`config.mk`:
```
export PLATFORM = sky130hd
export DESIGN_NAME = rcog_top
export DESIGN_NICKNAME = d
export VERILOG_FILES = /design/src/common/rcog_pkg.sv /design/src/hw/rcog_top.sv /design/src/hw/rcog_src_mux.sv
export SDC_FILE = /design/constraint.sdc
export NUM_CORES = 1
export LEC_CHECK = 0
export BUFFER_PORTS_ARGS = -buffer_cell sky130_fd_sc_hd__buf_2
export CAP_MARGIN = 25
export CORE_ASPECT_RATIO = 1.2
export CORE_MARGIN = 8
export CORE_UTILIZATION = 35
export DETAILED_ROUTE_END_ITERATION = 10
export PLACE_DENSITY_LB_ADDON = 0.1
export SLEW_MARGIN = 20
export SYNTH_ARGS = -nofsm -noshare
export SYNTH_HDL_FRONTEND = slang
export SYNTH_SLANG_ARGS = --single-unit
```
`constraint.sdc`:
```
create_clock -name CORE_CLK -period 4.02 [get_ports CORE_CLK]
set_clock_uncertainty 0.05 [all_clocks]
set_input_delay 0.201 -clock CORE_CLK [delete_from_list [all_inputs] [get_ports CORE_CLK]]
set_output_delay 0.201 -clock CORE_CLK [all_outputs]
set_load 0.01 [all_outputs]
```
`src/common/rcog_pkg.sv`:
```
/*
 * Shared constants and types of the reference clock output generator:
 * register offsets, field positions, reset values and source codes.
 * Assumes a 32-bit Avalon-MM slave port with byte addresses.
 */
package rcog_pkg;

	// ************************************************************
	// Register map, byte addresses of aligned 32-bit words
	// ************************************************************
	localparam int          RCOG_ADDR_W      = 4;
	localparam logic [3:0]  RCOG_OFF_CTRL    = 4'h0;
	localparam logic [3:0]  RCOG_OFF_DIV     = 4'h4;
	localparam logic [3:0]  RCOG_OFF_TRIM    = 4'h8;

	// ************************************************************
	// Field positions of the control-low and trim registers
	// ************************************************************
	localparam int          RCOG_B_EN        = 15;
	localparam int          RCOG_B_RUN_IDLE  = 13;
	localparam int          RCOG_B_PIN_OE    = 12;
	localparam int          RCOG_B_RUN_SLEEP = 11;
	localparam int          RCOG_B_SWITCH    = 9;
	localparam int          RCOG_B_ACTIVE    = 8;
	localparam int          RCOG_SEL_LSB     = 0;
	localparam int          RCOG_TRIM_LSB    = 7;

	// ************************************************************
	// Field widths and reset values
	// ************************************************************
	localparam int          RCOG_DIV_W       = 15;
	localparam int          RCOG_TRIM_W      = 9;
	localparam int          RCOG_SEL_W       = 4;
	localparam logic [14:0] RCOG_DIV_RST     = 15'h0000;
	localparam logic [8:0]  RCOG_TRIM_RST    = 9'h000;
	localparam logic [3:0]  RCOG_SEL_RST     = 4'h0;

	// ************************************************************
	// Source select codes; 4'h8 and above select no clock
	// ************************************************************
	localparam logic [3:0]  RCOG_SRC_SYS     = 4'h0;
	localparam logic [3:0]  RCOG_SRC_PERIPH  = 4'h1;
	localparam logic [3:0]  RCOG_SRC_POSC    = 4'h2;
	localparam logic [3:0]  RCOG_SRC_FAST_RC = 4'h3;
	localparam logic [3:0]  RCOG_SRC_LOWP_RC = 4'h4;
	localparam logic [3:0]  RCOG_SRC_BKUP_RC = 4'h5;
	localparam logic [3:0]  RCOG_SRC_VCO4    = 4'h6;
	localparam logic [3:0]  RCOG_SRC_PIN     = 4'h7;

	// Source clock levels, sampled on the core clock
	typedef struct packed {
		logic refclk_input_pin;
		logic vco_div4_clock;
		logic backup_fast_rc_clock;
		logic low_power_rc_clock;
		logic fast_rc_clock;
		logic primary_osc_clock;
		logic peripheral_clock;
		logic system_clock;
	} rcog_src_t;

	// Software configuration of the generator
	typedef struct packed {
		logic       refclk_generator_enable;
		logic       refclk_run_in_idle;
		logic       refclk_pin_output_enable;
		logic       refclk_run_in_sleep;
		logic [3:0] refclk_source_select;
	} rcog_ctrl_t;

	// Generator states
	typedef enum logic [1:0] {
		RCOG_ST_STOP  = 2'b00,
		RCOG_ST_RUN   = 2'b01,
		RCOG_ST_DRAIN = 2'b10
	} rcog_state_t;

endpackage

```
`src/hw/rcog_top.sv`:
```
/*
 * Reference clock output generator with an Avalon-MM register port.
 * Divides a selected source by twice an integer plus a fractional trim,
 * drives the result to the pin and to internal users, and stops it in
 * idle and sleep unless told to run.
 * Assumes source levels and power-mode inputs are synchronous to
 * CORE_CLK, and that sources run below half the core clock rate.
 */
// Added by the designer: the Avalon-MM register port and the placing of the registers.
// Operation
// - Generator runs only while enable bit set
// - Idle-run bit chooses running or stopped in Idle
// - Pin driven only while output-enable set
// - Sleep-run bit chooses running or stopped in Sleep
// - Switch request set by software, cleared when done
// - Active bit shows clock running, zero once stopped
// - Select codes pick eight sources, rest reserved
// - Integer divider divides source by twice value
// - Divider zero passes source clock through undivided
// - Trim adds value/512 to each half period
// - Unimplemented bits always read as zero
`timescale 1ns/100ps
module rcog_top
	import rcog_pkg::*;
#(
	parameter int DIV_W  = RCOG_DIV_W,
	parameter int TRIM_W = RCOG_TRIM_W
) (
	input  wire logic                   CORE_CLK,
	input  wire logic                   RSTN,
	input  wire logic [RCOG_ADDR_W-1:0] AVS_ADDRESS,
	input  wire logic                   AVS_READ,
	input  wire logic                   AVS_WRITE,
	input  wire logic [31:0]            AVS_WRITEDATA,
	input  wire logic [3:0]             AVS_BYTEENABLE,
	output logic [31:0]                 AVS_READDATA,
	output logic                        AVS_WAITREQUEST,
	input  wire rcog_src_t              SRC_CLOCKS,
	input  wire logic                   IDLE_MODE,
	input  wire logic                   SLEEP_MODE,
	output logic                        REFCLK_OUTPUT_PIN,
	output logic                        REFCLK_INTERNAL,
	output logic                        REFCLK_ACTIVE
);

	// ************************************************************
	// Declarations
	// ************************************************************
	rcog_ctrl_t          ctrl_q;
	logic                sw_q;
	logic [DIV_W-1:0]    div_q;
	logic [TRIM_W-1:0]   trim_q;
	logic [DIV_W-1:0]    div_act_q;
	logic [TRIM_W-1:0]   trim_act_q;
	logic [TRIM_W-1:0]   acc_q;
	logic [DIV_W:0]      cnt_q;
	logic [DIV_W:0]      len_q;
	logic                gen_q;
	rcog_state_t         st_q;
	rcog_state_t         st_d;
	logic                wait_q;
	logic [31:0]         rdata_q;
	logic                pin_q;
	logic                int_q;
	logic                act_q;
	logic                src_lvl;
	logic                src_rise;
	logic                run_req;
	logic                bypass;
	logic                boundary;
	logic                apply_ok;
	logic                take;
	logic                wr_hit;
	logic                rd_take;
	logic [TRIM_W:0]     acc_sum;
	logic [15:0]         ctrl_m;
	logic [15:0]         div_m;
	logic [15:0]         trim_m;

	// ************************************************************
	// Helpers
	// ************************************************************
	// Merge a 16-bit register with the two low write lanes
	function automatic logic [15:0] merge16(input logic [15:0] old,
		input logic [31:0] wd, input logic [3:0] be);
		logic [15:0] r;
		r = old;
		if (be[0])
			r[7:0] = wd[7:0];
		if (be[1])
			r[15:8] = wd[15:8];
		return r;
	endfunction

	// Half-period length from divider and trim carry
	function automatic logic [DIV_W:0] half_len(input logic [DIV_W-1:0] d,
		input logic c);
		return {1'b0, d} + {{DIV_W{1'b0}}, c};
	endfunction

	// ************************************************************
	// Source selection
	// ************************************************************
	rcog_src_mux u_src (
		.clk  (CORE_CLK),
		.rst_n(RSTN),
		.src  (SRC_CLOCKS),
		.sel  (ctrl_q.refclk_source_select),
		.lvl  (src_lvl),
		.rise (src_rise)
	);

	// ************************************************************
	// Avalon-MM slave
	// ************************************************************
	// One wait cycle on every access keeps read data registered
	assign take    = (AVS_READ | AVS_WRITE) & wait_q;
	assign wr_hit  = AVS_WRITE & ~wait_q;
	assign rd_take = AVS_READ & wait_q;

	// Wait request drops for exactly one edge per access
	always_ff @(posedge CORE_CLK) begin
		if (!RSTN)
			wait_q <= 1'b1;
		else
			wait_q <= ~take;
	end

	// Read mux; unimplemented and unmapped bits read zero
	always_ff @(posedge CORE_CLK) begin
		if (!RSTN) begin
			rdata_q <= 32'h0000_0000;
		end else if (rd_take) begin
			case (AVS_ADDRESS)
				RCOG_OFF_CTRL: begin
					rdata_q <= 32'h0000_0000;
					rdata_q[RCOG_B_EN]        <= ctrl_q.refclk_generator_enable;
					rdata_q[RCOG_B_RUN_IDLE]  <= ctrl_q.refclk_run_in_idle;
					rdata_q[RCOG_B_PIN_OE]    <= ctrl_q.refclk_pin_output_enable;
					rdata_q[RCOG_B_RUN_SLEEP] <= ctrl_q.refclk_run_in_sleep;
					rdata_q[RCOG_B_SWITCH]    <= sw_q;
					rdata_q[RCOG_B_ACTIVE]    <= act_q;
					rdata_q[RCOG_SEL_LSB +: RCOG_SEL_W] <=
						ctrl_q.refclk_source_select;
				end
				RCOG_OFF_DIV:
					rdata_q <= {17'h00000, div_q};
				RCOG_OFF_TRIM:
					rdata_q <= {16'h0000, trim_q, 7'h00};
				default:
					rdata_q <= 32'h0000_0000;
			endcase
		end
	end

	// ************************************************************
	// Configuration registers
	// ************************************************************
	// Control fields; changes while active are the user's hazard
	assign ctrl_m = merge16({ctrl_q.refclk_generator_enable, 1'b0,
		ctrl_q.refclk_run_in_idle, ctrl_q.refclk_pin_output_enable,
		ctrl_q.refclk_run_in_sleep, 7'h00,
		ctrl_q.refclk_source_select}, AVS_WRITEDATA, AVS_BYTEENABLE);
	assign div_m  = merge16({1'b0, div_q}, AVS_WRITEDATA, AVS_BYTEENABLE);
	assign trim_m = merge16({trim_q, 7'h00}, AVS_WRITEDATA, AVS_BYTEENABLE);

	always_ff @(posedge CORE_CLK) begin : ctrl_reg
		if (!RSTN) begin
			ctrl_q <= '{1'b0, 1'b0, 1'b0, 1'b0, RCOG_SEL_RST};
		end else if (wr_hit && AVS_ADDRESS == RCOG_OFF_CTRL) begin
			ctrl_q.refclk_generator_enable  <= ctrl_m[RCOG_B_EN];
			ctrl_q.refclk_run_in_idle       <= ctrl_m[RCOG_B_RUN_IDLE];
			ctrl_q.refclk_pin_output_enable <= ctrl_m[RCOG_B_PIN_OE];
			ctrl_q.refclk_run_in_sleep      <= ctrl_m[RCOG_B_RUN_SLEEP];
			ctrl_q.refclk_source_select     <=
				ctrl_m[RCOG_SEL_LSB +: RCOG_SEL_W];
		end
	end

	// Divider and trim staging values
	always_ff @(posedge CORE_CLK) begin : cfg_reg
		if (!RSTN) begin
			div_q  <= RCOG_DIV_RST;
			trim_q <= RCOG_TRIM_RST;
		end else if (wr_hit && AVS_ADDRESS == RCOG_OFF_DIV) begin
			div_q <= div_m[DIV_W-1:0];
		end else if (wr_hit && AVS_ADDRESS == RCOG_OFF_TRIM) begin
			trim_q <= trim_m[RCOG_TRIM_LSB +: TRIM_W];
		end
	end

	// Switch request: software write checked before hardware clear, so set wins
	always_ff @(posedge CORE_CLK) begin
		if (!RSTN)
			sw_q <= 1'b0;
		else if (wr_hit && AVS_ADDRESS == RCOG_OFF_CTRL
			&& AVS_BYTEENABLE[1])
			sw_q <= AVS_WRITEDATA[RCOG_B_SWITCH];
		else if (apply_ok)
			sw_q <= 1'b0;
	end

	// ************************************************************
	// Run conditions
	// ************************************************************
	assign run_req = ctrl_q.refclk_generator_enable
		& (~IDLE_MODE | ctrl_q.refclk_run_in_idle)
		& (~SLEEP_MODE | ctrl_q.refclk_run_in_sleep);
	assign bypass   = (div_act_q == '0);
	assign boundary = src_rise && (cnt_q == len_q - {{DIV_W{1'b0}}, 1'b1});
	// A change lands only where the output has just settled
	assign apply_ok = sw_q && (st_q == RCOG_ST_STOP
		|| (bypass ? (!gen_q && !src_lvl) : boundary));
	assign acc_sum  = {1'b0, acc_q} + {1'b0, trim_act_q};

	// ************************************************************
	// Generator state machine
	// ************************************************************
	// Draining finishes the high phase so the clock never ends in a runt
	always_comb begin
		st_d = st_q;
		case (st_q)
			RCOG_ST_STOP:
				if (run_req)
					st_d = RCOG_ST_RUN;
			RCOG_ST_RUN:
				if (!run_req)
					st_d = RCOG_ST_DRAIN;
			RCOG_ST_DRAIN:
				if (run_req)
					st_d = RCOG_ST_RUN;
				else if (!gen_q)
					st_d = RCOG_ST_STOP;
			default:
				st_d = RCOG_ST_STOP;
		endcase
	end

	always_ff @(posedge CORE_CLK) begin
		if (!RSTN)
			st_q <= RCOG_ST_STOP;
		else
			st_q <= st_d;
	end

	// Active divider and trim, loaded only on a granted switch
	always_ff @(posedge CORE_CLK) begin
		if (!RSTN) begin
			div_act_q  <= RCOG_DIV_RST;
			trim_act_q <= RCOG_TRIM_RST;
		end else if (apply_ok) begin
			div_act_q  <= div_q;
			trim_act_q <= trim_q;
		end
	end

	// Half-period counter, length and fraction accumulator
	always_ff @(posedge CORE_CLK) begin
		if (!RSTN) begin
			cnt_q <= '0;
			len_q <= '0;
			acc_q <= '0;
		end else if (st_q == RCOG_ST_STOP || apply_ok) begin
			cnt_q <= '0;
			len_q <= half_len(apply_ok ? div_q : div_act_q, 1'b0);
			acc_q <= '0;
		end else if (boundary) begin
			cnt_q <= '0;
			len_q <= half_len(div_act_q, acc_sum[TRIM_W]);
			acc_q <= acc_sum[TRIM_W-1:0];
		end else if (src_rise) begin
			cnt_q <= cnt_q + {{DIV_W{1'b0}}, 1'b1};
		end
	end

	// Output level: follows the source in bypass, toggles otherwise
	// Held low on the edge into stop, else a last edge leaves a runt
	always_ff @(posedge CORE_CLK) begin
		if (!RSTN)
			gen_q <= 1'b0;
		else if (st_q == RCOG_ST_STOP || st_d == RCOG_ST_STOP)
			gen_q <= 1'b0;
		else if (bypass)
			gen_q <= src_lvl;
		else if (boundary)
			gen_q <= ~gen_q;
	end

	// ************************************************************
	// Outputs, all registered
	// ************************************************************
	always_ff @(posedge CORE_CLK) begin
		if (!RSTN) begin
			pin_q <= 1'b0;
			int_q <= 1'b0;
			act_q <= 1'b0;
		end else begin
			pin_q <= gen_q & ctrl_q.refclk_pin_output_enable;
			int_q <= gen_q;
			act_q <= (st_d != RCOG_ST_STOP);
		end
	end

	assign REFCLK_OUTPUT_PIN = pin_q;
	assign REFCLK_INTERNAL   = int_q;
	assign REFCLK_ACTIVE     = act_q;
	assign AVS_READDATA      = rdata_q;
	assign AVS_WAITREQUEST   = wait_q;
endmodule

```
`src/hw/rcog_src_mux.sv`:
```
/*
 * Source selector of the reference clock generator: picks one source
 * level, registers it and flags its rising edges.
 * Assumes source levels are synchronous to the core clock and slower
 * than half of it.
 */
`timescale 1ns/100ps
module rcog_src_mux
	import rcog_pkg::*;
(
	input  wire logic        clk,
	input  wire logic        rst_n,
	input  wire rcog_src_t   src,
	input  wire logic [3:0]  sel,
	output logic             lvl,
	output logic             rise
);
	logic lvl_q;
	logic prv_q;
	logic pick;

	// ************************************************************
	// Selection
	// ************************************************************
	// Reserved codes give a quiet line, never a stale source
	always_comb begin
		case (sel)
			RCOG_SRC_SYS:    pick = src.system_clock;
			RCOG_SRC_PERIPH: pick = src.peripheral_clock;
			RCOG_SRC_POSC:   pick = src.primary_osc_clock;
			RCOG_SRC_FAST_RC: pick = src.fast_rc_clock;
			RCOG_SRC_LOWP_RC: pick = src.low_power_rc_clock;
			RCOG_SRC_BKUP_RC: pick = src.backup_fast_rc_clock;
			RCOG_SRC_VCO4:   pick = src.vco_div4_clock;
			RCOG_SRC_PIN:    pick = src.refclk_input_pin;
			default:         pick = 1'b0;
		endcase
	end

	// Level and previous level for edge detection
	always_ff @(posedge clk) begin
		if (!rst_n) begin
			lvl_q <= 1'b0;
			prv_q <= 1'b0;
		end else begin
			lvl_q <= pick;
			prv_q <= lvl_q;
		end
	end

	assign lvl  = lvl_q;
	assign rise = lvl_q & ~prv_q;
endmodule

```
# Yosys cells after proc, flatten, opt, wreduce, memory -nomap -nowiden
# Index checks and enable logic that the tools add are counted.
[word_totals] ff_bits=139 in_bits=54 wordCells=104 output_inout_bits=36
[classes] n_eq_ne=12 n_reduce_logical=30 n_bitwise=18 n_mux=15 n_addsub=4
[op_table] op="$pmux W16 S3" count=1
[op_table] op="$mux W15" count=3
[op_table] op="$eq A4 B3 Y1 const B" count=5
[op_table] op="$add A15 B1 Y16" count=1
[op_table] op="$add A16 B1 Y16 const B" count=1
[op_table] op="$eq A16 B16 Y1" count=1
[op_table] op="$sub A16 B1 Y16 const B" count=1
[op_table] op="$logic_not A15 Y1" count=1
[op_table] op="$add A9 B9 Y10" count=1
[op_table] op="$eq A4 B2 Y1 const B" count=2
[op_table] op="$logic_not A4 Y1" count=2
[op_table] op="$mux W2" count=4
[op_table] op="$not A1 Y1" count=8
[op_table] op="$pmux W1 S8" count=1
[op_table] op="$reduce_and A2 Y1" count=4
[op_table] op="$reduce_bool A2 Y1" count=4
[op_table] op="$and A1 B1 Y1" count=7
[op_table] op="$logic_and A1 B1 Y1" count=7
[op_table] op="$pmux W2 S3" count=1
[op_table] op="$reduce_and A3 Y1" count=2
[op_table] op="$mux W1" count=5
[op_table] op="$eq A4 B1 Y1 const B" count=1
[op_table] op="$eq A4 B4 Y1 const B" count=1
[op_table] op="$logic_not A2 Y1" count=2
[op_table] op="7 further kinds" count=13

# Logic depth before layout (Yosys ltp)
# Gate-level depths: netlist of the first run.
[depth] word_depth=9 ltp_mapped=17 mapped_depth_nobuf=17

# By module
# From an unflattened synthesis of the first run, not the netlist that was laid out.
[hier_totals] hier_cells=738 hier_area_um2=6319.8
[by_module_without_submodules] mod="rcog_top" n_inst=1 seq_area_each_um2=2422.3 area_per_inst_um2=6187.2 cells_per_inst=726
[by_module_without_submodules] mod="rcog_src_mux" n_inst=1 seq_area_each_um2=40.0 area_per_inst_um2=132.6 cells_per_inst=12

# Worst setup path after synthesis of the first run
# No wires, ideal clock.
[synth_path] path_kind="register to register" from="register len_q[0]" to="register len_q[13]" synth_period_minus_slack_ns=3.234 path_stages_with_launch=14 setup_time_ns=0.122 t_required_ns=3.848 arrival_time_ns=3.063 n_path_buf=3 slack_ns=0.786 path_cell_list="dfxtp_1 > clkbuf_2 > inv_1 > ha_1 > or3b_1 > clkbuf_1 > o31a_1 > nor4_1 > nand4_1 > nor4_1 > buf_4 > mux2_2 > o22ai_1 > a21oi_1"
[synth_via] elab_chain_cells=8 word_cells_on_any_way=10 cone_classes="add/sub: 1; eq/ne: 1; mux: 3; reduce/logical: 5"
[synth_lines] element="start: declaration" line="rcog_top.sv:57" source="logic [DIV_W:0] len_q;"
[synth_lines] element="start signal: assignment" line="rcog_top.sv:265" source="len_q <= half_len(apply_ok ? div_q : div_act_q, 1'b0);"
[synth_lines] element="start signal: assignment" line="rcog_top.sv:269" source="len_q <= half_len(div_act_q, acc_sum[TRIM_W]);"
[synth_lines] element="$sub A16 B1 Y16 *" line="rcog_top.sv:210" source="assign boundary = src_rise && (cnt_q == len_q - {{DIV_W{1'b0}}, 1'b1});"
[synth_lines] element="$eq A16 B16 Y1 *" line="rcog_top.sv:210"
[synth_lines] element="$logic_and A1 B1 Y1 *" line="rcog_top.sv:210"
[synth_lines] element="$mux W1" line="rcog_top.sv:213" source="|| (bypass ? (!gen_q && !src_lvl) : boundary));"
[synth_lines] element="$logic_or A1 B1 Y1" line="rcog_top.sv:213"
[synth_lines] element="$logic_and A1 B1 Y1" line="rcog_top.sv:212" source="assign apply_ok = sw_q && (st_q == RCOG_ST_STOP"
[synth_lines] element="$mux W15 or $logic_or A1 B1 Y1 (tied branches)"
[synth_lines] element="$mux W15 or $reduce_bool A2 Y1 (tied branches)"
# Every way passes the cells marked *; elsewhere a longest branch is shown, timed or not.
# A chain may end at the register's enable or synchronous reset.

# Worst setup path in the final report of the first run
[layout_path] from="register trim_act_q[1]" to="register len_q[14]"
[layout_via] elab_chain_cells=4
[layout_lines] element="start: declaration" line="rcog_top.sv:54" source="logic [TRIM_W-1:0] trim_act_q;"
[layout_lines] element="start signal: assignment" line="rcog_top.sv:253" source="trim_act_q <= trim_q;"
[layout_lines] element="$add A9 B9 Y10" line="rcog_top.sv:214" source="assign acc_sum = {1'b0, acc_q} + {1'b0, trim_act_q};"
[layout_lines] element="$add A15 B1 Y16" line="rcog_top.sv:98" source="return {1'b0, d} + {{DIV_W{1'b0}}, c};"
[layout_lines] element="$mux W15" line="rcog_top.sv:267" source="end else if (boundary) begin"
[layout_lines] element="$mux W15" line="rcog_top.sv:263" source="end else if (st_q == RCOG_ST_STOP || apply_ok) begin"
# No other way between the ends. The select of a mux whose other input is x is not followed.

==> results.md, run 1 <==
- The flow ran to the end, and the final reports show no timing, DRC or antenna violations.
- The share of synthesized area in the top cell type comes to 0.3746.
- After the last flow step, the layout net total stands at 872.
- The tree is rooted in a clkbuf_16.
- After floorplanning, the core was sized to cover 18650 um^2.
- The total of fill cells in the finished design is 1889.
- Counting flops and latches in the post-synthesis netlist gives 123.
- Of the total power, the share spent switching nets is 0.2388.
- The internal power is 2.115 mW.
- The worst-case IR drop observed on VDD is 0.2940 mV.
- The die area is 23440 um^2.
- The top cell type by total area after synthesis is dfxtp_1.
- The area of the multi-input gates is 3795 um^2.
- The violation count after the first detailed-route iteration is 236.
- The most used flip-flop cell after synthesis is dfxtp_1.
- The number of failing hold endpoints at the final stage is 0.
- The share of total power dissipated in the clock network is 0.529.
- Of the total power, registers draw 0.441.
- The worst register-to-register path ends at len_q[14].
- Setup violations remaining at the end of the flow were counted as 0.
- The antenna diode instance count is 0.
- The clock tree synthesis step divided the H-tree into 4 levels.
- Of the cells placed in the final design, the portion with a size suffix greater than 1 is 0.1458.
- The routability congestion estimate is 0.8497.
- Summed over all nets, the switching power comes to 663.4 uW.
- After floorplanning, the core was divided into 55 placement rows.
- Of the total power, combinational logic draws 0.030.
- The netlist area before placement is 6573 um^2.
- After detailed routing, the number of remaining DRC violations is 0.
- The busiest metal layer after global routing is met2.
- During synthesis, Yosys emitted a total of 0 warnings.
- The number of global-route vias before repair came to 5352.
- The synthesized area per cell is 8.637 um^2.
- Of the synthesized area, sequential elements account for 0.3746.
- The endpoint arrival time on the critical path is 3.95 ns.
- The met3 layer usage reported by global route is 0.03854.
- The most used standard cell by instance count after synthesis is dfxtp_1.
- The clock passes through at most 2 buffers.
- After synthesis, the share of flip-flops with an asynchronous set or reset is 0.
- For this run, global-route usage on met1 was measured as 0.1823.
- The detail route stage leaves a number of antenna-violating nets equal to 0.
- The highest clock rate is 0.2738 GHz.
- Across every metal layer, demand over resource in global routing totals 0.1497.
- The worst hold path startpoint is AVS_WRITEDATA[15].
- The setup slack of the worst register-to-register path is 0.37 ns.
- The worst setup path is captured at a register.
- After layout, the minimum clock period comes to 3.652 ns.
- The global-route wire length before repair is 28.38 mm.
- Yosys mapped a number of flops with a built-in enable equal to 0.
- The actual slew at the worst max-slew pin is 0.9975 ns.
- The part of the cycle the worst path needs is 0.9084.
- The number of cells on the worst reg-to-reg path is 17.
- The end of the worst hold path is trim_q[8].
- By area the synthesized netlist is led by dfxtp_1 37%, mux2i_1 9.1%, nor2b_1 5.9%.
- Clock tree synthesis found a total of 123 sinks.
- Summed over all cells, the static leakage comes to 2.907 nW.
- The final routed wirelength across all metal layers is 17.26 mm.
- For this configuration, the core starts out at a cell density of 0.3524.
- The final count of pins violating max slew came to 0.
- The met2 usage in global routing is 0.2492.
- The die is 141.1 um wide.
- The register area is 2462 um^2.
- The largest net degree at the start of global routing is 58.
- The critical path is of the register to register type.
- The power per unit of standard cell area is 363.7 nW/um^2.
- The number of antenna violations at the first check in global routing came to 0.
- The clock-pin slew on the worst setup and hold paths is 0.06 ns.
- Summing all non-filler instances in the final layout gives an area of 7640 um^2.
- The routed layout has 5394 vias.
- The required time of the critical path is 4.32 ns.
- From synthesis to final layout, the design area changed by 16.24%.
- The pre-antenna-repair detailed-routing pass consisted of 5 iterations.
- Max-cap violations in this run came to 0.
- The post-DP HPWL is 12.84 mm.
- STA classifies the critical path startpoint as a register.
- The number of stages on the worst hold path is 3.
- In the final routed layout, each cell accounts on average for 16.10 um.
- The placed instances occupy a cell area of 7036 um^2.
- In the final timing run, aggregate negative setup slack is 0 ns.
- The worst slew margin relative to its limit is 0.3325.
- The startpoint identified for the worst register-to-register timing path is trim_act_q[1].
- The commonest cells after synthesis are 123 x dfxtp_1, 62 x nor2b_1, 60 x mux2i_1, 59 x nand2_1, 50 x nor2_1.
- The total I/O pin count is 90.
- Measured along the y axis, the die boundary spans 166.1 um.
- The clock buffer count from CTS is 17.
- For this run the aggregate overflow at the end of global routing stands at 0.
- The via-per-instance ratio is 5.032.
- TritonCTS built the clock tree.
- Setup repair after global routing left no endpoint under its margin.
- Synthesis instantiated 62 different standard cells from the library.
- The clock reaches the later pin of the worst-skew pair after 0.42 ns.
- Along the worst path, the maximum fanout reaches 8.
- The kind of path behind the tightest hold check is input port to register.
- The count of buffers added on input and output ports is 55.
- The gate count of the mapped netlist is 761.
==> layout by cell type (no fill, tap or decap), drive strengths merged, types with 16 or more instances in the layout <==
| cell | n |
|---|---|
| buf | 68 |
| nand3 | 21 |
| a21oi | 33 |
| inv | 26 |
| dfxtp | 123 |
| conb | 16 |
| clkbuf | 17 |
| o21ai | 42 |
| nor2 | 50 |
| nand4 | 17 |
| nand2 | 59 |
| and3 | 16 |
| nor3 | 17 |
| nor2b | 62 |
| mux2i | 60 |
| xor2 | 19 |
| and2 | 16 |
| xnor2 | 20 |
==> layout make-up <==
class                      count  share of cell area
multi-input combinational    570              0.4967
sequential                   123              0.3223
clock buffer                  17             0.05568
timing repair buffer          72             0.05568
tap                          256             0.04193
clock inverter                14             0.01785
inverter                      20            0.009826
==> logic make-up (layout without fill, tap and decap cells) <==
group,Yosys count,count (layout),share of synthesized area
DFF,123,123,0.3746
adders and majority gates,14,14,0.02779
and+or+nand+nor,300,300,0.2465
buffers and inverters,83,123,0.06054
other,1,16,0.0005706
AOI/OAI and AO/OA,135,135,0.1329
xor gates and xnor gates,39,39,0.05197
muxes,66,66,0.1051
==> layer usage <==
| layer | vias to the layer above | share of wire |
|---|---|---|
| li1 | 2744 | - |
| met1 | 2530 | 0.46 |
| met5 | - | 0 |
| met2 | 104 | 0.48 |
| met3 | 16 | 0.041 |
| met4 | 0 | 0.019 |
==> per-stage QoR <==
stage               setup WS [ns]  hold slack, ns  cells  power (mW)  utilization
floorplan                  0.7859          0.2669    776       1.308            -
global placement           0.4196          0.3686   1037       1.332       0.3773
detailed placement         0.3356          0.3853   1037       1.333       0.3773
CTS                        0.3213       0.0006393   1072       2.812       0.4095
global route              0.07191         0.01198   1072       2.873       0.4097
finish                     0.3683        0.004673   1072       2.778       0.4097
==> how the worst max path moves through the flow <==
stage                             start   endpoint  depth (start not counted)
final                     trim_act_q[1]  len_q[14]                         17
after global routing      trim_act_q[1]  len_q[14]                         17
after CTS                      acc_q[1]   len_q[9]                         17
after detailed placement       acc_q[1]   len_q[9]                         17
after global placement    trim_act_q[1]  len_q[14]                         17
after floorplan                len_q[0]  len_q[13]                         13
==> critical path: stages (launching register included) <==
cell and delay, ns:
dfxtp_1 0.33, ha_1 0.27, a21o_1 0.11, a21oi_1 0.09, o21ai_0 0.15, a21oi_1 0.11
o21ai_0 0.31, a21o_1 0.17, a21o_1 0.19, ha_1 0.20, ha_1 0.22, nand4_1 0.13
nor2_1 0.20, nand3_1 0.27, or4_1 0.46, nor2_1 0.10, a311oi_1 0.06, a21oi_1 0.15
==> timing repair <==
action	in CTS	in global routing
buffers inserted	0	0
hold endpoints to repair	3	0
resized for setup	0	1
endpoints found under the setup margin	0	1
hold buffers	4	0
==> state kept, by name, indices dropped and copies added (netlist names), 9 cells and up <==
signal / flops
div_act_q: 15
trim_act_q: 9
acc_q: 9
len_q: 16
cnt_q: 16
div_q: 15
AVS_READDATA: 16
trim_q: 9
==> power by group through the flow <==
stage               logic (mW)  clock network (mW)  registers (mW)
floorplan               0.0572                   0            1.25
global placement        0.0793                   0            1.25
detailed placement      0.0803                   0            1.25
CTS                     0.0835                1.50            1.23
global route            0.0918                1.56            1.23
finish                  0.0839                1.47            1.23
Note: power is estimated with default switching activity, not from simulation.
==> inputs of run 2 (changes only) <==
--- a/config.mk
+++ b/config.mk
@@ -11,7 +11,7 @@
 export CORE_MARGIN = 8
 export CORE_UTILIZATION = 35
 export DETAILED_ROUTE_END_ITERATION = 10
-export PLACE_DENSITY_LB_ADDON = 0.1
+export PLACE_DENSITY = 0.52
 export SLEW_MARGIN = 20
 export SYNTH_ARGS = -nofsm -noshare
 export SYNTH_HDL_FRONTEND = slang
==> run 2 against run 1 <==
Effect of this change: power is 4.9% higher; sequential power barely moved; core utilization up 0.53 points; fmax grew 2.4%; setup slack better by 0.086 ns; clock power increased by 9%; highest routed layer unchanged.
==> results.md, run 2 (synthesis results as in run 1) <==
- The time the final worst path needs with I/O delays and setup is 3.566 ns.
- The violation count after the first detailed-route iteration is 263.
- Based on the critical path, the design can be clocked at up to 0.2804 GHz.
- The number of global-route vias before repair is 5499.
- Setup violations remaining at the end of the flow were counted as 0.
- The height of the chip is 166.1 um.
- After detailed routing, the number of vias per cell comes to 5.006.
- The leading cell type in the layout, fill and taps excluded is dfxtp_1.
- The number of nets still failing antenna checks after routing is 0.
- Buffers inserted during clock tree synthesis total 17.
- In the layout the commonest cells are 123 x dfxtp_1, 62 x nor2b_1, 60 x mux2i_1.
- The power per unit of standard cell area is 376.7 nW/um^2.
- Across every metal layer, demand over resource in global routing totals 0.1475.
- The final layout contains 877 nets.
- During I/O placement, the number of pins put on the boundary was 90.
- Of the cells placed in the final design, the portion with a size suffix greater than 1 is 0.1496.
- The clock tree from TritonCTS is done.
- The die is 141.1 um wide.
- The number of buffer and inverter stages on the critical path is 0.
- The overflow left after global routing is 0.
- The kind of path behind the tightest hold check is input port to register.
- For this block, the routed nets add up to 16.66 mm of wire.
- The detailed-routing iteration count for the pre-antenna-repair pass is 6.
- The worst setup path is captured at a register.
- After routing, the total negative slack on setup checks comes to 0 ns.
- The placed cell count is 1041.
- Row generation in the floorplan step produced 55 rows.
- The startpoint of the worst register-to-register path is trim_act_q[1].
- Setup repair after global routing left no endpoint under its margin.
- In the routed design, unresolved DRC markers number 0.
- The number of failing hold endpoints at the final stage is 0.
- The destination of the worst register-to-register timing path is len_q[14].
- The largest net degree at the start of global routing is 64.
- The actual slew at the worst max-slew pin is 1.020 ns.
- VDD sags by at most 0.2348 mV.
- Summing over every cut layer, the via total after detailed routing is 5397.
- The flow ran to the end, and the final reports show no timing, DRC or antenna violations.
- Hold timing on the final database bottoms out at a slack of 0.01055 ns.
- For this configuration, the core starts out at a cell density of 0.3524.
- The critical path launch point type is a register.
- Summed over all cells, the static leakage comes to 2.961 nW.
- The number of cells traversed by the worst register-to-register path is 17.
- The endpoint arrival time on the critical path is 3.86 ns.
- The part of the cycle the worst path needs is 0.8871.
- After floorplanning, the core was sized to cover 18650 um^2.
- At the worst endpoint, the required time is 4.31 ns.
- After clock tree synthesis, the clock-pin slew on the worst setup and hold paths is 0.06 ns.
- Counting the fill cells in the layout gives 1941.
- The critical-path maximum fanout is 8.
- The layout overhead on the synthesized area is 17.74%.
- The number of stages on the worst hold path is 3.
- In this run the most critical hold path is launched from AVS_WRITEDATA[0].
- The worst slew margin relative to its limit is 0.3172.
- The critical path class is register to register.
- The die area is 23440 um^2.
- In this design, the stage delay of the slowest critical-path cell is 0.46 ns.
- The cell at the root of the clock tree is clkbuf_16.
- The kind of cell adding the most delay to the critical path is compound AO/OA/AOI/OAI gates.
- Traced cell by cell, the critical path runs through ha_1 -> a21o_1 -> a21oi_1 -> o21ai_0 -> a21oi_1 -> o21ai_1 -> a21o_1 -> a21o_1 -> ha_1 -> ha_1 -> nand4_1 -> nor2_1 -> nand3_1 -> or4_1 -> nor2_1 -> a311oi_1 -> a21oi_1.
- OpenSTA, run right after detailed placement, puts the worst setup slack at 0.3762 ns.
- The post-DP HPWL is 12.32 mm.
- The highest-delay cell along the critical path is or4_1.
- The finished layout holds 1078 standard cells, fillers aside.
- The count of buffers from port buffering is 55.
- The count of H-tree levels built during CTS is 4.
- After detailed routing, the average wire length per cell comes to 15.45 um.
- The setup slack of the worst register-to-register path is 0.45 ns.
- The repair_antennas step left the layout with diodes totalling 0.
- The end of the worst hold path is div_q[0].
- The number of antenna violations at the first check in global routing is 0.
- Clock latency on the worst-skew pair, taken at its later pin, is 0.42 ns.
- The first global-routing pass estimated 28.17 mm of wire.
- The number of sinks driven by the clock tree is 123.
- After layout, the worst setup slack is 0.4540 ns.
- The final count of pins violating max slew is 0.
- The longest clock path from root to sink contains 2 buffers.
- At the end of routability-driven placement, the weighted congestion stood at 0.8104.
- The tool flagged a number of max-cap violations equal to 0.
## run 2: changes by cell type in the layout (fill, tap and decap cells not counted), sizes merged
cell / previous run / this run
clkinv: 4 / 5
bufinv: 1 / 3
dlygate4sd3: 4 / 5
buf: 68 / 72
clkbuf: 17 / 18
inv: 26 / 25
clkinvlp: 3 / 1
## run 2: area by class of cell
| cell class | instances | area [um^2] | area share |
|---|---|---|---|
| Multi-Input combinational cell | 570 | 3799 | 0.4909 |
| Sequential cell | 123 | 2462 | 0.3182 |
| Timing Repair Buffer | 77 | 465.4 | 0.06015 |
| Clock buffer | 18 | 429.2 | 0.05546 |
| Tap cell | 256 | 320.3 | 0.04139 |
| Clock inverter | 14 | 187.7 | 0.02425 |
| Inverter | 20 | 75.07 | 0.009701 |
## run 2: stage by stage
| stage | utilization | area [um^2] | power, mW |
|---|---|---|---|
| after global placement | 0.3792 | 7072 | 1.335 |
| after detailed placement | 0.3792 | 7072 | 1.335 |
| after CTS | 0.4150 | 7739 | 2.955 |
| after global routing | 0.4150 | 7739 | 3.018 |
| after floorplan | - | 6629 | 1.308 |
| final | 0.4150 | 7739 | 2.915 |
## run 2: how the worst max path moves through the flow
stage | startpoint | end | slack, ns | depth (start not counted)
CTS | acc_q[1] | len_q[14] | 0.34 | 17
finish | trim_act_q[1] | len_q[14] | 0.45 | 17
global route | acc_q[1] | len_q[14] | 0.10 | 17
detailed placement | acc_q[1] | len_q[14] | 0.38 | 17
global placement | acc_q[1] | len_q[14] | 0.39 | 17
floorplan | len_q[0] | len_q[13] | 0.79 | 13
## run 2: what timing repair did
action | 4_1_cts | 5_1_grt
endpoints found under the hold margin | 5 | 0
setup buffers | 0 | 0
hold buffers | 5 | 0
endpoints found under the setup margin | 0 | 1
gates resized for setup | 0 | 1
## run 2: power breakdown
group / internal, mW / switching, mW
logic: 0.0364 / 0.0497
clock network: 0.992 / 0.612
registers: 1.22 / 0.00367
## run 2: metal layers
metal,wire [um],part of all wire,vias to the layer above,GRT usage
met5,0,0,-,0
met4,398,0.024,0,0.05899
met3,674,0.040,23,0.03739
met2,7955,0.48,109,0.2431
met1,7630,0.46,2506,0.1795
li1,-,-,2759,-
## run 2: worst reg2reg max path, stage by stage (launching register included)
cell and delay (ns):
dfxtp_1 0.33, ha_1 0.28, a21o_1 0.11, a21oi_1 0.09, o21ai_0 0.17, a21oi_1 0.12
o21ai_1 0.22, a21o_1 0.15, a21o_1 0.20, ha_1 0.20, ha_1 0.21, nand4_1 0.14
nor2_1 0.19, nand3_1 0.27, or4_1 0.47, nor2_1 0.10, a311oi_1 0.06, a21oi_1 0.15
==> inputs of run 3 (changes only) <==
--- a/config.mk
+++ b/config.mk
@@ -9,9 +9,9 @@
 export CAP_MARGIN = 25
 export CORE_ASPECT_RATIO = 1.2
 export CORE_MARGIN = 8
-export CORE_UTILIZATION = 35
+export CORE_UTILIZATION = 40
 export DETAILED_ROUTE_END_ITERATION = 10
-export PLACE_DENSITY = 0.52
+export PLACE_DENSITY = 0.58
 export SLEW_MARGIN = 20
 export SYNTH_ARGS = -nofsm -noshare
 export SYNTH_HDL_FRONTEND = slang
==> constraint.sdc (replaced) <==
create_clock -name CORE_CLK -period 4.05 [get_ports CORE_CLK]
set_clock_uncertainty 0.05 [all_clocks]
set_input_delay 0.6075 -clock CORE_CLK [delete_from_list [all_inputs] [get_ports CORE_CLK]]
set_output_delay 0.6075 -clock CORE_CLK [all_outputs]
set_load 0.01 [all_outputs]
==> run 3 against run 2 <==
Effect of this change: fmax shrank 4.3%; global-route usage up 1.4 points; sequential cell count unchanged; non-clock buffer count is 8 lower; final area fell by 1.8%; sequential power barely moved; combinational power fell by 7.7%; core utilization rose by 5.6 points; largest power group unchanged.
==> results.md, run 3 (synthesis results as in run 1) <==
- No sink is reached through more buffers than the 2 on the longest clock path.
- The post-CTS setup buffer count is 0.
- The layout overhead on the synthesized area is 15.63%.
- Internal power comes to 2.225 mW.
- For this design the top-level I/O count stands at 90.
- The setup slack of the worst register-to-register path is 0.32 ns.
- The number of buffers inserted by hold repair at cts is 0.
- The actual slew at the worst max-slew pin is 0.9550 ns.
- The overflow left after global routing is 0.
- Setup repair after global routing left no endpoint under its margin.
- For this run, the top clock speed supported by timing is 0.2684 GHz.
- In the final routed layout, each cell accounts on average for 16.17 um.
- The effective utilization at floorplan is 0.4071.
- The area of the core is 16140 um^2.
- The number of nets in the final layout is 869.
- The worst register-to-register path begins at trim_act_q[1].
- The power spent charging and discharging nets is 638.4 uW.
- In this run the tightest slew margin relative to its limit is 0.3610.
- The detailed-routing iteration count for the pre-antenna-repair pass is 5.
- Of the total power, registers draw 0.425.
- Power spread over the standard cell area amounts to 376.8 nW/um^2.
- The tightest min-delay check is of the input port to register type.
- The endpoint identified for the worst register-to-register timing path is len_q[14].
- Summed over all cells, the static leakage comes to 2.921 nW.
- The detailed router finished its first iteration with 217 violations.
- The die covers 20810 um^2.
- In the final timing run, aggregate negative setup slack is 0 ns.
- The initialized floorplan defines 51 standard-cell rows.
- The final routed DRC violation total is 0.
- In the finished design, the share of the clock period the worst path needs comes to 0.9199.
- The detailed-route via count is 5531.
- The antenna diode instance count is 0.
- STA classifies the critical path startpoint as a register.
- The share of power burned in the clock network is 0.547.
- The die width is 133.0 um.
- In the layout the commonest cells are 123 x dfxtp_1, 62 x nor2b_1, 60 x mux2i_1.
- The end of the worst hold path is AVS_WAITREQUEST.
- The number of cells traversed by the worst register-to-register path is 17.
- The global-route wire length before repair is 27.54 mm.
- The worst vdd rail ir drop is 0.2573 mV.
- From bottom edge to top edge, the die measures 156.4 um.
- The total global-route track usage is 0.1619.
- The count of buffers from port buffering is 55.
- The final count of pins violating max slew was 0.
- The time the final worst path needs with I/O delays and setup is 3.725 ns.
- The clock reaches the later pin of the worst-skew pair after 0.41 ns.
- Measured on the finished design, the core utilization comes to 0.4707.
- The final routed wirelength across all metal layers is 16.59 mm.
- The number of nets still failing antenna checks after routing is 0.
- The endpoint arrival time on the critical path is 4.02 ns.
- The setup path with the least slack is of type register to register.
- The critical-path maximum fanout is 8.
- The fraction of final layout cells sized beyond drive strength 1 is 0.1474.
- Detailed placement ended at an HPWL of 12.58 mm.
- The count of H-tree levels built during CTS is 4.
- The clock tree from TritonCTS is done.
- The flow ran to the end, and the final reports show no timing, DRC or antenna violations.
- Of the total power, the share spent switching nets is 0.2229.
- The congestion estimate from routability-driven global placement came to 0.8411.
- Using the TritonRoute via totals, the vias-per-cell ratio works out to 5.391.
- Along the worst hold path, the cell count comes to 2.
- The clock-pin slew on the worst setup and hold paths is 0.06 ns.
- The cell sitting at the root of the clock tree is a clkbuf_16.
- The largest net degree at the start of global routing is 43.
- Of the total power, combinational logic draws 0.028.
- The finished cells cover 7600 um^2.
- The clock buffer count from CTS is 17.
- The number of global-route vias before repair was 5541.
- The number of sinks driven by the clock tree is 123.
- The total of fill cells in the finished design is 1577.
- The leading cell type in the layout, fill and taps excluded is dfxtp_1.
- Post-CTS repair changed the size of 0 cells.
- The number of setup violations in the final report is 0.
- The count of max-cap constraint violations is 0.
- The nature of the critical path endpoint is a register.
- The number of antenna violations at the first check in global routing was 0.
- The number of failing hold endpoints at the final stage is 0.
- The cell area reported after detailed placement is 6980 um^2.
- Across all hold checks on the routed design, the worst slack comes to 0.3674 ns.
- The worst hold path startpoint is AVS_WRITE.
- The required time of the critical path is 4.34 ns.
## run 3: changes by cell type in the layout (fill, tap and decap cells not counted), moves of 3 or more
| cell | delta |
|---|---|
| dlygate4sd3_1 | -5 |
| buf_4 | -3 |
| inv_6 | +3 |
| clkinv_4 | -4 |
## run 3: worst max-delay path by stage
stage / slack, ns / from / cells after the start / endpoint
global placement: 0.44 / trim_act_q[1] / 17 / len_q[9]
detailed placement: 0.33 / trim_act_q[1] / 17 / len_q[9]
global route: 0.04 / trim_act_q[1] / 17 / len_q[14]
CTS: 0.31 / trim_act_q[1] / 17 / len_q[9]
finish: 0.32 / trim_act_q[1] / 17 / len_q[14]
floorplan: 0.82 / len_q[0] / 13 / len_q[13]
## run 3: critical path: stages (launching register included)
cell and delay (ns):
dfxtp_1 0.33, ha_1 0.28, a21o_1 0.11, a21oi_1 0.09, o21ai_0 0.17, a21oi_1 0.12
o21ai_0 0.30, a21o_1 0.18, a21o_1 0.19, ha_1 0.22, ha_1 0.23, nand4_1 0.13
nor2_1 0.18, nand3_1 0.27, or4_1 0.49, nor2_1 0.10, a311oi_1 0.06, a21oi_1 0.16
## run 3: area by class of cell
type,count,area [um^2],share of cell area
Sequential cell,123,2462,0.3240
Multi-Input combinational cell,570,3795,0.4993
Timing Repair Buffer,69,392.9,0.05170
Tap cell,212,265.3,0.03490
Clock inverter,14,180.2,0.02371
Inverter,20,75.07,0.009878
Clock buffer,18,429.2,0.05647
## run 3: power by group through the flow
stage	Clock (mW)	Combinational [mW]	Sequential [mW]
floorplan	0	0.0568	1.24
global placement	0	0.0777	1.24
detailed placement	0	0.0787	1.24
CTS	1.60	0.0788	1.22
global route	1.66	0.0875	1.22
finish	1.57	0.0795	1.22
## run 3: stage by stage
stage                     setup WS (ns)  power (mW)  std cells
final                            0.3246       2.864       1026
after global routing            0.04293       2.960       1026
after CTS                        0.3140       2.897       1025
after detailed placement         0.3270       1.322        993
after global placement           0.4388       1.321        993
after floorplan                  0.8159       1.299        776
## run 3: layer usage
metal	global-route usage	routed length, um	vias to the layer above
li1	-	-	2748
met4	0.06717	386	0
met2	0.2891	8283	133
met3	0.03945	696	22
met5	0	0	-
met1	0.1801	7224	2628
